$ cat src/fmb_pkg.sv
// Summary of operation
// RL1: fractional multiply: shifted product, Z/C, two cycles
// RL2: variants differ only in operand signedness
// RL3: jump via Z loads pc, two cycles
// RL4: call via Z loads pc, three cycles
// RL5: skip-equal adds 2 or 3, 1-3 cycles
// RL6: compares set Z,N,V,C,H only, one cycle
// RL7: register bit skips test bit, 1-3 cycles
// RL8: io bit skips test bit, 1-3 cycles
// RL9: taken branch pc+k+1, cycles 1 or 2
// RL10: signed ge/lt branch on N xor V
// RL11: same-higher/lower branch on carry clear/set
// RL12: half-carry branches test H flag
// RL13: t-bit branches test T flag
// RL14: overflow branches test V flag
// RL15: interrupt branches test I flag
// RL16: relative jump/call, returns from stack, 2/3/4
// RL17: equal/not-equal test Z, minus/plus test N
package fmb_pkg;

  // ----------------------------------------------------------------
  // widths and status flag positions
  // ----------------------------------------------------------------
  localparam int PC_W    = 12;   // program counter width in bits, word addresses
  localparam int FLAG_C  = 0;    // carry
  localparam int FLAG_Z  = 1;    // zero
  localparam int FLAG_N  = 2;    // negative
  localparam int FLAG_V  = 3;    // overflow
  localparam int FLAG_S  = 4;    // sign
  localparam int FLAG_H  = 5;    // half carry
  localparam int FLAG_T  = 6;    // transfer bit
  localparam int FLAG_I  = 7;    // global interrupt enable

  // ----------------------------------------------------------------
  // cycle counts and program counter steps
  // ----------------------------------------------------------------
  localparam logic [2:0] CYC_FRAC_MULT_UNSIGNED     = 3'h2;  // fractional multiply
  localparam logic [2:0] CYC_JUMP     = 3'h2;  // relative or indirect jump
  localparam logic [2:0] CYC_CALL     = 3'h3;  // relative or indirect call
  localparam logic [2:0] CYC_RET      = 3'h4;  // returns
  localparam logic [2:0] CYC_ONE      = 3'h1;  // compares, untaken tests
  localparam logic [2:0] CYC_SKIP_1W  = 3'h2;  // skip over one-word instruction
  localparam logic [2:0] CYC_SKIP_2W  = 3'h3;  // skip over two-word instruction
  localparam logic [2:0] CYC_BR_TAKEN = 3'h2;  // taken branch
  localparam logic [PC_W-1:0] PC_STEP    = 12'h001;  // plain advance
  localparam logic [PC_W-1:0] PC_SKIP_1W = 12'h002;  // skip one word
  localparam logic [PC_W-1:0] PC_SKIP_2W = 12'h003;  // skip two words
  localparam logic [15:0] ZERO16 = 16'h0000;
  localparam logic [7:0]  ZERO8  = 8'h00;

  // ----------------------------------------------------------------
  // decoded operations
  // ----------------------------------------------------------------
  typedef enum logic [5:0] {
    OP_NONE, OP_FRAC_MULT_UNSIGNED, OP_FRAC_MULT_SIGNED, OP_FRAC_MULT_MIXED,
    OP_JUMP_VIA_Z, OP_CALL_VIA_Z, OP_REL_JUMP, OP_REL_CALL, OP_SUB_RETURN,
    OP_IRQ_RETURN, OP_CMP_SKIP_EQUAL, OP_CMP_REGS, OP_CMP_REGS_CARRY,
    OP_CMP_IMMEDIATE, OP_SKIP_REG_BIT_CLEAR, OP_SKIP_REG_BIT_SET,
    OP_SKIP_IO_BIT_CLEAR, OP_SKIP_IO_BIT_SET, OP_BRANCH_FLAG_SET,
    OP_BRANCH_FLAG_CLEAR, OP_BRANCH_EQUAL, OP_BRANCH_NOT_EQUAL,
    OP_BRANCH_CARRY_SET, OP_BRANCH_CARRY_CLEAR, OP_BRANCH_SAME_HIGHER,
    OP_BRANCH_LOWER, OP_BRANCH_MINUS, OP_BRANCH_PLUS, OP_BRANCH_GE_SIGNED,
    OP_BRANCH_LT_SIGNED, OP_BRANCH_HALFCARRY_SET, OP_BRANCH_HALFCARRY_CLEAR,
    OP_BRANCH_TBIT_SET, OP_BRANCH_TBIT_CLEAR, OP_BRANCH_OVERFLOW_SET,
    OP_BRANCH_OVERFLOW_CLEAR, OP_BRANCH_IRQ_ENABLED, OP_BRANCH_IRQ_DISABLED
  } fmb_op_t;

  // request from decode: opcode and operands
  typedef struct packed {
    fmb_op_t         op;        // operation
    logic [7:0]      rd_val;    // first register value
    logic [7:0]      rr_val;    // second register value
    logic [7:0]      imm;       // immediate constant
    logic [2:0]      bit_sel;   // tested bit or status flag index
    logic [PC_W-1:0] offset;    // sign-extended relative offset
  } fmb_req_t;

  // core context sampled with the request
  typedef struct packed {
    logic [PC_W-1:0] pc;        // address of this instruction
    logic [15:0]     z_ptr;     // Z pointer pair
    logic [PC_W-1:0] stack_pc;  // return address on top of stack
    logic [7:0]      io_val;    // addressed I/O register
    logic [7:0]      flags;     // status_flags_reg contents
    logic            next_2w;   // next instruction is two words
  } fmb_ctx_t;

  // results written back to the core
  typedef struct packed {
    logic            pc_we;     // load program counter
    logic [PC_W-1:0] pc_val;
    logic            prod_we;   // write R1:R0
    logic [15:0]     prod_val;
    logic            flags_we;  // write status_flags_reg
    logic [7:0]      flags_val;
    logic            push_we;   // push return address
    logic [PC_W-1:0] push_val;
    logic            pop_re;    // pop return address
  } fmb_res_t;

endpackage

$ cat src/fmb_exec.sv
`timescale 1ns/10ps
module fmb_exec
  import fmb_pkg::*;
(
  input  wire logic     clock,
  input  wire logic     nrst,
  input  wire logic     start,
  input  wire fmb_req_t req,
  input  wire fmb_ctx_t ctx,
  output logic          ready,
  output logic          done,
  output fmb_res_t      res
);

  // ----------------------------------------------------------------
  // declarations
  // ----------------------------------------------------------------
  typedef enum logic {ST_IDLE, ST_EXEC} fmb_state_t;

  fmb_state_t      state_reg;     // sequencer state
  logic [2:0]      cnt_reg;       // cycles left in this instruction
  fmb_req_t        req_reg;       // latched request
  fmb_ctx_t        ctx_reg;       // latched context
  logic            hit_reg;       // branch or skip condition held
  logic            done_reg;      // completion pulse
  fmb_res_t        res_reg;       // registered write-back
  logic            hit_now;       // condition of incoming request
  logic [2:0]      cyc_now;       // cycle count of incoming request
  fmb_res_t        res_next;      // write-back computed from latch
  logic [PC_W-1:0] pc_inc;        // pc plus one
  logic [PC_W-1:0] pc_rel;        // pc plus offset plus one
  logic [17:0]     mul_full;      // signed 9x9 product
  logic [15:0]     mul_prod;      // raw 16-bit product
  logic [7:0]      cmp_sub;       // subtrahend of compare
  logic            cmp_cin;       // carry in of compare
  logic [8:0]      cmp_diff;      // difference with borrow

  // ----------------------------------------------------------------
  // condition decode
  // ----------------------------------------------------------------
  // does the branch or skip go, given request and context
  function automatic logic cond_of(input fmb_req_t r, input fmb_ctx_t c);
    logic [7:0] f;
    f = c.flags;
    case (r.op)
      // register compare skip
      OP_CMP_SKIP_EQUAL:         cond_of = (r.rd_val == r.rr_val);
      OP_SKIP_REG_BIT_CLEAR:     cond_of = ~r.rr_val[r.bit_sel];
      OP_SKIP_REG_BIT_SET:       cond_of = r.rr_val[r.bit_sel];
      OP_SKIP_IO_BIT_CLEAR:      cond_of = ~c.io_val[r.bit_sel];
      OP_SKIP_IO_BIT_SET:        cond_of = c.io_val[r.bit_sel];
      OP_BRANCH_FLAG_SET:        cond_of = f[r.bit_sel];
      OP_BRANCH_FLAG_CLEAR:      cond_of = ~f[r.bit_sel];
      OP_BRANCH_EQUAL:           cond_of = f[FLAG_Z];
      OP_BRANCH_NOT_EQUAL:       cond_of = ~f[FLAG_Z];
      OP_BRANCH_CARRY_SET,
      OP_BRANCH_LOWER:           cond_of = f[FLAG_C];
      OP_BRANCH_CARRY_CLEAR,
      OP_BRANCH_SAME_HIGHER:     cond_of = ~f[FLAG_C];
      OP_BRANCH_MINUS:           cond_of = f[FLAG_N];
      OP_BRANCH_PLUS:            cond_of = ~f[FLAG_N];
      OP_BRANCH_GE_SIGNED:       cond_of = ~(f[FLAG_N] ^ f[FLAG_V]);
      OP_BRANCH_LT_SIGNED:       cond_of = f[FLAG_N] ^ f[FLAG_V];
      OP_BRANCH_HALFCARRY_SET:   cond_of = f[FLAG_H];
      OP_BRANCH_HALFCARRY_CLEAR: cond_of = ~f[FLAG_H];
      OP_BRANCH_TBIT_SET:        cond_of = f[FLAG_T];
      OP_BRANCH_TBIT_CLEAR:      cond_of = ~f[FLAG_T];
      OP_BRANCH_OVERFLOW_SET:    cond_of = f[FLAG_V];
      OP_BRANCH_OVERFLOW_CLEAR:  cond_of = ~f[FLAG_V];
      OP_BRANCH_IRQ_ENABLED:     cond_of = f[FLAG_I];
      OP_BRANCH_IRQ_DISABLED:    cond_of = ~f[FLAG_I];
      // everything else is unconditional
      default:                   cond_of = 1'b0;
    endcase
  endfunction

  // true for the five skip forms
  function automatic logic is_skip(input fmb_op_t o);
    is_skip = (o == OP_CMP_SKIP_EQUAL) || (o == OP_SKIP_REG_BIT_CLEAR) ||
              (o == OP_SKIP_REG_BIT_SET) || (o == OP_SKIP_IO_BIT_CLEAR) ||
              (o == OP_SKIP_IO_BIT_SET);
  endfunction

  // true for every conditional branch
  function automatic logic is_branch(input fmb_op_t o);
    is_branch = (o >= OP_BRANCH_FLAG_SET) && (o <= OP_BRANCH_IRQ_DISABLED);
  endfunction

  // ----------------------------------------------------------------
  // cycle count of the incoming request
  // ----------------------------------------------------------------
  always_comb begin
    hit_now = cond_of(req, ctx);
    case (req.op)
      // RL1 multiply timing
      OP_FRAC_MULT_UNSIGNED, OP_FRAC_MULT_SIGNED, OP_FRAC_MULT_MIXED: begin
        cyc_now = CYC_FRAC_MULT_UNSIGNED;
      end
      // RL3 jump timing
      OP_JUMP_VIA_Z, OP_REL_JUMP: begin
        cyc_now = CYC_JUMP;
      end
      // RL4 call timing
      OP_CALL_VIA_Z, OP_REL_CALL: begin
        cyc_now = CYC_CALL;
      end
      // RL16 return timing
      OP_SUB_RETURN, OP_IRQ_RETURN: begin
        cyc_now = CYC_RET;
      end
      default: begin
        if (is_skip(req.op)) begin
          // RL5 skip cycles
          cyc_now = !hit_now ? CYC_ONE : (ctx.next_2w ? CYC_SKIP_2W : CYC_SKIP_1W);
        end else if (is_branch(req.op)) begin
          // RL9 branch cycles
          cyc_now = hit_now ? CYC_BR_TAKEN : CYC_ONE;
        end else begin
          // RL6 compare in one cycle
          cyc_now = CYC_ONE;
        end
      end
    endcase
  end

  // ----------------------------------------------------------------
  // datapath from the latched request
  // ----------------------------------------------------------------
  always_comb begin
    pc_inc = ctx_reg.pc + PC_STEP;
    // RL9 target pc plus offset plus one
    pc_rel = ctx_reg.pc + req_reg.offset + PC_STEP;
    // RL2 operand signedness per variant
    case (req_reg.op)
      OP_FRAC_MULT_SIGNED: begin
        mul_full = 18'($signed({req_reg.rd_val[7], req_reg.rd_val}) *
                       $signed({req_reg.rr_val[7], req_reg.rr_val}));
      end
      OP_FRAC_MULT_MIXED: begin
        mul_full = 18'($signed({req_reg.rd_val[7], req_reg.rd_val}) *
                       $signed({1'b0, req_reg.rr_val}));
      end
      default: begin
        mul_full = 18'($signed({1'b0, req_reg.rd_val}) *
                       $signed({1'b0, req_reg.rr_val}));
      end
    endcase
    mul_prod = mul_full[15:0];
    // compare subtrahend and carry in
    cmp_sub  = (req_reg.op == OP_CMP_IMMEDIATE) ? req_reg.imm : req_reg.rr_val;
    cmp_cin  = (req_reg.op == OP_CMP_REGS_CARRY) ? ctx_reg.flags[FLAG_C] : 1'b0;
    cmp_diff = {1'b0, req_reg.rd_val} - {1'b0, cmp_sub} - {8'h00, cmp_cin};
  end

  // ----------------------------------------------------------------
  // write-back selection
  // ----------------------------------------------------------------
  always_comb begin
    res_next           = '0;
    res_next.flags_val = ctx_reg.flags;
    case (req_reg.op)
      // RL1 shifted product, Z and C
      OP_FRAC_MULT_UNSIGNED, OP_FRAC_MULT_SIGNED, OP_FRAC_MULT_MIXED: begin
        res_next.prod_we          = 1'b1;
        res_next.prod_val         = {mul_prod[14:0], 1'b0};
        res_next.flags_we         = 1'b1;
        res_next.flags_val[FLAG_C] = mul_prod[15];
        res_next.flags_val[FLAG_Z] = ({mul_prod[14:0], 1'b0} == ZERO16);
      end
      // RL3 jump to Z pointer
      OP_JUMP_VIA_Z: begin
        res_next.pc_we  = 1'b1;
        res_next.pc_val = ctx_reg.z_ptr[PC_W-1:0];
      end
      // RL4 call to Z pointer
      OP_CALL_VIA_Z: begin
        res_next.pc_we    = 1'b1;
        res_next.pc_val   = ctx_reg.z_ptr[PC_W-1:0];
        res_next.push_we  = 1'b1;
        res_next.push_val = pc_inc;
      end
      // RL16 relative jump
      OP_REL_JUMP: begin
        res_next.pc_we  = 1'b1;
        res_next.pc_val = pc_rel;
      end
      // RL16 relative call
      OP_REL_CALL: begin
        res_next.pc_we    = 1'b1;
        res_next.pc_val   = pc_rel;
        res_next.push_we  = 1'b1;
        res_next.push_val = pc_inc;
      end
      // RL16 return from stack
      OP_SUB_RETURN: begin
        res_next.pc_we  = 1'b1;
        res_next.pc_val = ctx_reg.stack_pc;
        res_next.pop_re = 1'b1;
      end
      // interrupt return also re-enables interrupts
      OP_IRQ_RETURN: begin
        res_next.pc_we            = 1'b1;
        res_next.pc_val           = ctx_reg.stack_pc;
        res_next.pop_re           = 1'b1;
        res_next.flags_we         = 1'b1;
        res_next.flags_val[FLAG_I] = 1'b1;
      end
      // RL6 compare flags only
      OP_CMP_REGS, OP_CMP_REGS_CARRY, OP_CMP_IMMEDIATE: begin
        res_next.pc_we             = 1'b1;
        res_next.pc_val            = pc_inc;
        res_next.flags_we          = 1'b1;
        res_next.flags_val[FLAG_C] = cmp_diff[8];
        res_next.flags_val[FLAG_Z] = (cmp_diff[7:0] == ZERO8);
        res_next.flags_val[FLAG_N] = cmp_diff[7];
        res_next.flags_val[FLAG_V] = (req_reg.rd_val[7] & ~cmp_sub[7] & ~cmp_diff[7]) |
                                     (~req_reg.rd_val[7] & cmp_sub[7] & cmp_diff[7]);
        res_next.flags_val[FLAG_H] = (~req_reg.rd_val[3] & cmp_sub[3]) |
                                     (cmp_sub[3] & cmp_diff[3]) |
                                     (cmp_diff[3] & ~req_reg.rd_val[3]);
      end
      default: begin
        res_next.pc_we = 1'b1;
        if (is_skip(req_reg.op) && hit_reg) begin
          // RL7 RL8 skip past next instruction
          res_next.pc_val = ctx_reg.pc + (ctx_reg.next_2w ? PC_SKIP_2W : PC_SKIP_1W);
        end else if (is_branch(req_reg.op) && hit_reg) begin
          // RL10 RL11 RL12 RL13 RL14 RL15 RL17 taken branch
          res_next.pc_val = pc_rel;
        end else begin
          // fall through
          res_next.pc_val = pc_inc;
        end
      end
    endcase
  end

  // ----------------------------------------------------------------
  // sequencer
  // ----------------------------------------------------------------
  // state and cycle counter
  always_ff @(posedge clock or negedge nrst) begin
    if (!nrst) begin
      state_reg <= ST_IDLE;
      cnt_reg   <= 3'h0;
    end else begin
      case (state_reg)
        ST_IDLE: begin
          if (start) begin
            state_reg <= ST_EXEC;
            cnt_reg   <= cyc_now;
          end
        end
        ST_EXEC: begin
          cnt_reg <= cnt_reg - 3'h1;
          if (cnt_reg == CYC_ONE) begin
            state_reg <= ST_IDLE;
          end
        end
        default: begin
          state_reg <= ST_IDLE;
        end
      endcase
    end
  end

  // request and context latch
  always_ff @(posedge clock or negedge nrst) begin
    if (!nrst) begin
      req_reg <= '0;
      ctx_reg <= '0;
      hit_reg <= 1'b0;
    end else if (start && state_reg == ST_IDLE) begin
      req_reg <= req;
      ctx_reg <= ctx;
      hit_reg <= hit_now;
    end
  end

  // write-back and completion pulse on the last cycle
  always_ff @(posedge clock or negedge nrst) begin
    if (!nrst) begin
      done_reg <= 1'b0;
      res_reg  <= '0;
    end else if (state_reg == ST_EXEC && cnt_reg == CYC_ONE) begin
      done_reg <= 1'b1;
      res_reg  <= res_next;
    end else begin
      done_reg <= 1'b0;
      res_reg  <= '0;
    end
  end

  // ----------------------------------------------------------------
  // outputs
  // ----------------------------------------------------------------
  assign ready = (state_reg == ST_IDLE);
  assign done  = done_reg;
  assign res   = res_reg;

endmodule

$ cat config.mk
export PLATFORM = sky130hd
export DESIGN_NAME = fmb_exec
export DESIGN_NICKNAME = d
export VERILOG_FILES = /design/src/fmb_pkg.sv /design/src/fmb_exec.sv
export SDC_FILE = /design/constraint.sdc
export NUM_CORES = 1
export LEC_CHECK = 0
export BUFFER_PORTS_ARGS = -buffer_cell sky130_fd_sc_hd__buf_4
export CELL_PAD_IN_SITES_DETAIL_PLACEMENT = 1
export CELL_PAD_IN_SITES_GLOBAL_PLACEMENT = 1
export CORE_ASPECT_RATIO = 1.75
export CORE_MARGIN = 2
export CORE_UTILIZATION = 40
export DETAILED_ROUTE_END_ITERATION = 10
export PLACE_DENSITY_LB_ADDON = 0.1
export SKIP_CTS_REPAIR_TIMING = 1
export SYNTH_ARGS = -nofsm -noshare
export SYNTH_HDL_FRONTEND = slang
export SYNTH_SLANG_ARGS = --single-unit
$ cat constraint.sdc
create_clock -name clock -period 5.75 [get_ports clock]
set_input_delay 0.8625 -clock clock [delete_from_list [all_inputs] [get_ports clock]]
set_output_delay 0.8625 -clock clock [all_outputs]
set_load 0.01 [all_outputs]
Word level (Yosys, flattened, before mapping)
Cells that the tools add are included.
Widths: inputs -> output; s select.
{"block": "classes", "addsub": 7, "mul": 3, "div_mod_pow": 0, "magnitude_cmp": 5, "n_eq_ne": 54, "shifts": 0, "n_mux": 35, "n_bitwise": 27, "reduce_logical": 28}
{"cell": "$eq 6x5->1 const B", "n": 18}
{"cell": "$eq 6x4->1 const B", "n": 13}
{"cell": "$pmux 13 s5", "n": 1}
{"cell": "$mux 53", "n": 1}
{"cell": "$eq 6x3->1 const B", "n": 8}
{"cell": "$eq 6x6->1 const B", "n": 6}
{"cell": "$mul 8x8->16", "n": 2}
{"cell": "$pmux 16 s2", "n": 1}
{"cell": "$add 12x1->12 const B", "n": 2}
{"cell": "$eq 6x2->1 const B", "n": 4}
{"cell": "$mux 12", "n": 2}
{"cell": "$pmux 1 s23", "n": 1}
{"cell": "$mux 17", "n": 1}
{"cell": "$mul 8x9->16", "n": 1}
{"cell": "$not 1->1", "n": 16}
{"cell": "$reduce_or 2->1", "n": 8}
{"cell": "$logic_not 15->1", "n": 1}
{"cell": "$mux 1", "n": 13}
{"cell": "$mux 13", "n": 1}
{"cell": "$add 12x12->12", "n": 1}
{"cell": "$add 12x2->12", "n": 1}
{"cell": "$eq 6x1->1 const B", "n": 2}
{"cell": "$ge 6x5->1 const B", "n": 2}
{"cell": "$le 6x6->1 const B", "n": 2}
{"cell": "24 further kinds", "n": 51}
{"block": "totals", "register_bits": 146, "latch_bits": 0, "mem_bits_rw": 0, "mem_bits_ro": 0, "out_inout_bits": 55, "n_memories": 0}

Longest topological paths before layout
Gate-level depths: netlist of the first run.
{"block": "depth", "depth_word": 10, "mapped_depth": 21, "ltp_nobuf": 20}

Worst setup path after synthesis of the first run
Ideal clock, no wire load.
{"block": "synth_timing", "path_kind": "reg-to-reg", "start": "register req_reg[32] (netlist name)", "end": "register res_reg, in the netlist res[15]", "setup_ns": 0.135, "arrival_time_ns": 4.847, "t_required_ns": 5.615, "slack_ns": 0.768, "path_stages_with_launch": 19, "path_buffers": 1, "synth_period_minus_slack_ns": 4.982, "cell_sequence": "dfrtp_1 clkbuf_1 nand2_1 fa_1 fa_1 inv_1 fa_1 inv_1 fa_1 inv_1 ha_1 nor3_1 or3_1 o21ai_1 a21o_1 a21oi_1 xor2_1 a222oi_1 o31ai_1"}
{"block": "synth_via", "elab_chain_len": 5, "elab_cells_between_ends": 10, "classes_between": "2 x add/sub; 3 x mul; 3 x mux; 2 x reduce/logical"}
{"element": "start: declaration", "line": "fmb_exec.sv:22", "rtl": "fmb_req_t req_reg;"}
{"element": "start signal: assignment", "line": "fmb_exec.sv:274", "rtl": "req_reg <= req;"}
{"element": "$mul 8x9->16, or another cell as far along", "line": "fmb_exec.sv:140", "rtl": "mul_full = 18'($signed({req_reg.rd_val[7], req_reg.rd_val}) *"}
{"element": "$pmux 16 s2 or $sub 9x1->9 (tied branches)", "line": "fmb_exec.sv:134, fmb_exec.sv:152"}
{"element": "$logic_not 15->1 or $logic_not 8->1 (tied branches)", "line": "fmb_exec.sv:168, fmb_exec.sv:214"}
{"element": "$pmux 2 s2 *", "line": "fmb_exec.sv:161", "rtl": "case (req_reg.op)"}
{"element": "$mux 53 *", "line": "fmb_exec.sv:285", "rtl": "end else if (state_reg == ST_EXEC && cnt_reg == CYC_ONE) begin"}
{"element": "end signal: assignment", "line": "fmb_exec.sv:287", "rtl": "res_reg <= res_next;"}
{"element": "end: declaration", "line": "fmb_exec.sv:26", "rtl": "fmb_res_t res_reg;"}
Mark *: on every way between the ends. The rest lies on a longest branch, timed or not.
A chain may end at the register's enable or synchronous reset.

Worst setup path in the final report of the first run
{"block": "layout_timing", "start": "register req_reg[25] (netlist name)", "end": "register res_reg, in the netlist res[37]"}
{"block": "layout_via", "elab_chain_len": 4, "elab_cells_between_ends": 6, "classes_between": "3 x mul; 3 x mux"}
{"element": "$mul 8x9->16, or another cell as far along", "line": "fmb_exec.sv:140"}
{"element": "$pmux 16 s2 *", "line": "fmb_exec.sv:134", "rtl": "case (req_reg.op)"}
{"element": "$mux 17 *", "line": "fmb_exec.sv:161"}
{"element": "$mux 53 *", "line": "fmb_exec.sv:285"}
Marks and branches as above.

==> impl_metrics.json, run 1 <==
{
  "track_usage": 0.267,
  "largest_reg_flops": 52,
  "crit_arrival_ns": 5.89,
  "slew_headroom": 0.121,
  "drt-initial-drc-count": 385,
  "end_kind": "flop",
  "synth_area_um2": 14200,
  "syn_nets": 2003,
  "tightest_slew_ns": 1.31,
  "utilization": 0.468,
  "synthTopCellsByCount": "nand2_1, inv_1, dfrtp_1, ha_1, fa_1",
  "synth_async_sr_flop_share": 1.00,
  "post-route-cell-area_um2": 16500,
  "critical_path_peak_fanout": 11,
  "nFillCells": 4229,
  "start_util": 0.405,
  "cts_tree": "yes",
  "drive_gt1_frac": 0.138,
  "finalWirelength_um": 47900,
  "grt_pass1_wl_um": 74300,
  "regArea_um2": 3630,
  "antenna_found_initial": 0,
  "gp_congestion": 0.888,
  "nNetsFinal": 2136,
  "numCtsBuffers": 17,
  "grt_pass1_vias": 13400,
  "ys_types": 78,
  "hpwlAfterDp_um": 38900,
  "finalWorstPathRequiredPeriod_ns": 5.52,
  "grt_max_degree": 85,
  "cts.sinks": 145,
  "design.core.area_um2": 35200,
  "wl_per_cell_um": 21.2,
  "dpl_cell_area_um2": 15900,
  "firstDrtPassIters": 5,
  "viasPerCell": 5.30,
  "ys_ff_latch": 145,
  "max_freq_ghz": 0.181,
  "pre_cts_slack_ns": 0.191,
  "status": "complete, no violations",
  "layout_setup_ws_ns": 0.229,
  "synth_most_common_cell": "nand2_1",
  "pin_count": 160,
  "synth-edff-count": 0,
  "hold_violations": 0,
  "rsz0062_at_grt": "false",
  "chipHeight_um": 254,
  "clkLatencyLatePin_ns": 0.45,
  "multi_input_area_um2": 9320,
  "yosys.area.top_type": "dfrtp_1",
  "via_count": 12000,
  "fin_worst_skew_ns": 0.00996,
  "port_buffers": 154,
  "die-area_um2": 37200,
  "cap_viol_max_count": 0,
  "syn_area_per_cell_um2": 8.63,
  "synth_top_area_frac": 0.255,
  "core.rowCount": 91,
  "fin_crit_sh": 0.960,
  "synthTopCellsByArea": "dfrtp_1, fa_1, ha_1, nand2_1, inv_1",
  "yosysWarnings": 0,
  "start_kind": "flop",
  "drtAntennaViolNets": 0,
  "cts_max_level": 4,
  "synthCells": 1649,
  "setup_tns_ns": 0,
  "slew_viol_final": 0,
  "cts-root-buf": "clkbuf_16",
  "overflow": 0,
  "ys.flop_type": "dfrtp_1",
  "die_w_um": 147,
  "finalSetupViolCount": 0,
  "worstSetupPathType": "reg -> reg",
  "route.detailed.drc": 0,
  "crit_required_ns": 6.12,
  "clkTransAtPathRegs_ns": 0.06,
  "seq_area_frac_synth": 0.255,
  "diodes": 0,
  "hold_path_class": "in -> async",
  "synthToLayoutAreaGrowth_pct": 15.7,
  "cts.path.max_buffers": 2
}
[logic make-up after synthesis]
family                     Yosys count  share of synthesized area
muxes                               40                     0.0344
DFF                                145                      0.255
other                                1                   0.000263
xor gates and xnor gates            83                     0.0511
AOI/OAI and AO/OA                  246                      0.111
adders and majority gates          249                      0.282
and+or+nand+nor                    549                      0.175
buffers and inverters              336                     0.0911
[final cells by class]
class | instances | share of cell area
Clock buffer | 20 | 0.0277
Clock inverter | 10 | 0.00623
Inverter | 269 | 0.0613
Multi-Input combinational cell | 1168 | 0.566
Sequential cell | 145 | 0.221
Tap cell | 465 | 0.0353
Timing Repair Buffer | 181 | 0.0827
[cells in the final DEF (no fill, tap or decap), types with 5 or more instances in the layout]
cell and instances:
nand3_1 22, nand4_1 8, buf_4 180, or3_1 8
nand2b_1 14, clkbuf_16 17, xor2_1 35, mux4_2 6
mux2i_1 23, nand3b_1 8, a31oi_1 11, o211ai_1 12
mux2_2 11, o22ai_1 5, a21o_1 13, o21a_1 8
nor2b_1 8, o21ai_0 60, nand2_1 300, a211oi_1 12
dfrtp_1 141, and3_1 6, nor3_1 23, a22oi_1 5
and2_1 44, a221oi_1 11, a21oi_1 57, nor4_1 7
o21ai_1 9, inv_1 264, xnor2_1 48, ha_1 129
nor2_1 78, fa_1 120
[metrics by stage]
| stage | hold slack, ns | std cells |
|---|---|---|
| 4_1_cts | 0.471 | 2258 |
| 2_1_floorplan | 0.437 | 1649 |
| 5_1_grt | 0.495 | 2258 |
| 3_5_place_dp | 0.457 | 2228 |
| 3_3_place_gp | 0.452 | 2228 |
| 6_report | 0.459 | 2258 |
[per-layer routing]
layer  global-route usage  vias to the layer above  wire [um]
met3               0.0338                      113       1240
li1                     -                     5591          -
met4                0.150                        0       2920
met1                0.251                     6009      15900
met5                    0                        -          0
met2                0.542                      257      27800
[critical path, stage by stage (launching register included)]
cell and delay [ns]:
dfrtp_1 0.79, nand2_1 0.21, fa_1 0.54, fa_1 0.55, inv_1 0.06, fa_1 0.53
inv_1 0.06, fa_1 0.56, inv_1 0.05, ha_1 0.37, a21oi_1 0.21, o21ai_0 0.10
o21ai_1 0.24, o21ai_1 0.17, xor2_1 0.31, mux2i_1 0.13, o21ai_0 0.34, and2_1 0.23
[worst paths after layout]
path | start | to | slack, ns | cells after the start
setup / recovery | req_reg[25] | res[37] | 0.23 | 17
hold / removal | nrst | state_reg | 0.46 | 1
setup reg to reg | req_reg[25] | res[37] | 0.23 | 17
hold reg to reg | ctx_reg[6] | ctx_reg[6] | 0.47 | 2
max in group asynchronous | nrst | res[30] | 3.93 | 2
min in group clock | ctx_reg[6] | ctx_reg[6] | 0.47 | 2
Power of run 1 is not shown: default switching activity piles up to over one toggle a cycle in this logic, so the estimate is an artifact.
==> run 2: changes to the inputs <==
--- a/config.mk
+++ b/config.mk
@@ -11,8 +11,10 @@
 export CORE_ASPECT_RATIO = 1.75
 export CORE_MARGIN = 2
 export CORE_UTILIZATION = 40
+export CTS_BUF_LIST = sky130_fd_sc_hd__clkbuf_4 sky130_fd_sc_hd__clkbuf_8
 export DETAILED_ROUTE_END_ITERATION = 10
 export PLACE_DENSITY_LB_ADDON = 0.1
+export REMOVE_ABC_BUFFERS = 1
 export SKIP_CTS_REPAIR_TIMING = 1
 export SYNTH_ARGS = -nofsm -noshare
 export SYNTH_HDL_FRONTEND = slang
==> run 2 against run 1 <==
Non-clock buffer count up 5. Register-to-register slack better by 0.11 ns. Fmax up 2.0%. Worst setup slack better by 0.11 ns. First-iteration DRC count up 20%. Clock skew up 0.0038 ns. Largest cell class unchanged. Highest routed layer unchanged.
==> impl_metrics.json, run 2 (same netlist as run 1, synthesis figures left out) <==
{
  "fin_worst_skew_ns": 0.0138,
  "via_count": 12000,
  "antenna_found_initial": 1,
  "worstSetupPathType": "reg -> reg",
  "max_freq_ghz": 0.185,
  "reg2reg_from": "req_reg[25]",
  "grt_pass1_vias": 13600,
  "layout_common_cells": "nand2_1, inv_1, buf_4",
  "nNetsFinal": 2141,
  "crit_chain": "nand2_1, inv_1, fa_1, inv_1, fa_1, inv_1, fa_1, inv_1, fa_1, inv_1, ha_1, buf_4, a41oi_1, nand2_1, xor2_1, a221o_1, nor4_2, nand4_1, o31ai_1",
  "setup_tns_ns": 0,
  "hold_path_class": "in -> async",
  "drt-initial-drc-count": 462,
  "numCtsBuffers": 17,
  "finalSetupViolCount": 0,
  "core.rowCount": 91,
  "overflow": 0,
  "wl_per_cell_um": 21.1,
  "start_kind": "flop",
  "drive_gt1_frac": 0.142,
  "track_usage": 0.268,
  "largest_reg_flops": 52,
  "tightest_slew_ns": 1.21,
  "cts_tree": "yes",
  "firstDrtPassIters": 7,
  "start_util": 0.405,
  "grt_max_degree": 101,
  "clkTransAtPathRegs_ns": 0.09,
  "path_buf_inv": 6,
  "route.detailed.drc": 0,
  "chipHeight_um": 254,
  "crit_arrival_ns": 5.78,
  "drtAntennaViolNets": 0,
  "viasPerCell": 5.28,
  "gp_congestion": 0.872,
  "status": "complete, no violations",
  "slew_viol_final": 0,
  "clkLatencyLatePin_ns": 0.48,
  "slew_headroom": 0.188,
  "pin_count": 160,
  "slowest_delay_ns": 0.61,
  "finalWirelength_um": 47800,
  "die_w_um": 147,
  "cap_viol_max_count": 0,
  "finalWorstPathRequiredPeriod_ns": 5.41,
  "port_buffers": 154,
  "synthToLayoutAreaGrowth_pct": 14.5,
  "reg2reg_depth": 19,
  "r2r_setup_slack_ns": 0.34,
  "crit_required_ns": 6.12,
  "die-area_um2": 37200,
  "worstReg2RegEnd": "res[15]",
  "design.core.area_um2": 35200,
  "cts_max_level": 4,
  "hold_violations": 0,
  "fin_crit_sh": 0.941,
  "cts.sinks": 145,
  "cp_slowest_cell": "dfrtp_1",
  "cts-root-buf": "clkbuf_8",
  "cpLargestDelayFamily": "adder cells",
  "cp_num_cells": 19,
  "critical_path_peak_fanout": 11,
  "grt_pass1_wl_um": 74800,
  "cp_common_cell": "inv_1",
  "end_kind": "flop",
  "rsz0062_at_grt": "false",
  "hpwlAfterDp_um": 39500,
  "final_common_cell": "nand2_1",
  "cts.path.max_buffers": 2
}
run 2: cell types whose count changed in the layout (fill, tap and decap cells not counted), moves of 2 or more:
cell	change
buf_4	+5
clkbuf_8	+17
clkinvlp_4	+3
clkbuf_4	+2
clkbuf_16	-17
run 2: metrics by stage:
stage,cells,util,setup slack [ns],hold WS (ns),cell area (um^2)
6_report,2265,0.463,0.337,0.214,16300
5_1_grt,2265,0.463,0.00885,0.191,16300
4_1_cts,2261,0.463,0.144,0.183,16300
3_5_place_dp,2230,0.453,0.175,0.458,15900
3_3_place_gp,2230,0.453,0.185,0.450,15900
2_1_floorplan,1582,-,0.856,0.437,13900
run 2: metal layers:
metal | wire length [um] | part of all wire | GRT usage | vias to the layer above
met5 | 0 | 0 | 0 | -
li1 | - | - | - | 5591
met1 | 15400 | 0.32 | 0.242 | 6011
met2 | 27900 | 0.58 | 0.543 | 244
met3 | 980 | 0.020 | 0.0318 | 120
met4 | 3530 | 0.074 | 0.179 | 0
run 2: cell type report:
class                   count  area [um^2]
fillers                  4204        18900
diodes                      1         2.50
inverters                 269         1010
clock inverters            10         77.6
clock buffers              21          277
well taps                 465          582
flip-flops and latches    145         3630
repair buffers            186         1400
multi-input cells        1168         9330
run 2: how the worst max path moves through the flow:
stage                            from  endpoint  slack [ns]
after detailed placement  req_reg[27]   res[15]        0.18
after global placement    req_reg[27]   res[15]        0.18
final                     req_reg[25]   res[15]        0.34
after global routing      req_reg[33]   res[15]       0.009
after CTS                 req_reg[27]   res[15]        0.14
after floorplan           req_reg[30]   res[15]        0.86
run 2: worst register-to-register path, cell delays in order, from the launching register on:
cell	delay [ns]
dfrtp_1	0.61
nand2_1	0.24
inv_1	0.07
fa_1	0.49
inv_1	0.08
fa_1	0.48
inv_1	0.07
fa_1	0.54
inv_1	0.06
fa_1	0.55
inv_1	0.11
ha_1	0.33
buf_4	0.16
a41oi_1	0.24
nand2_1	0.11
xor2_1	0.16
a221o_1	0.32
nor4_2	0.30
nand4_1	0.13
o31ai_1	0.29
Power of run 2 is left out for the same reason.
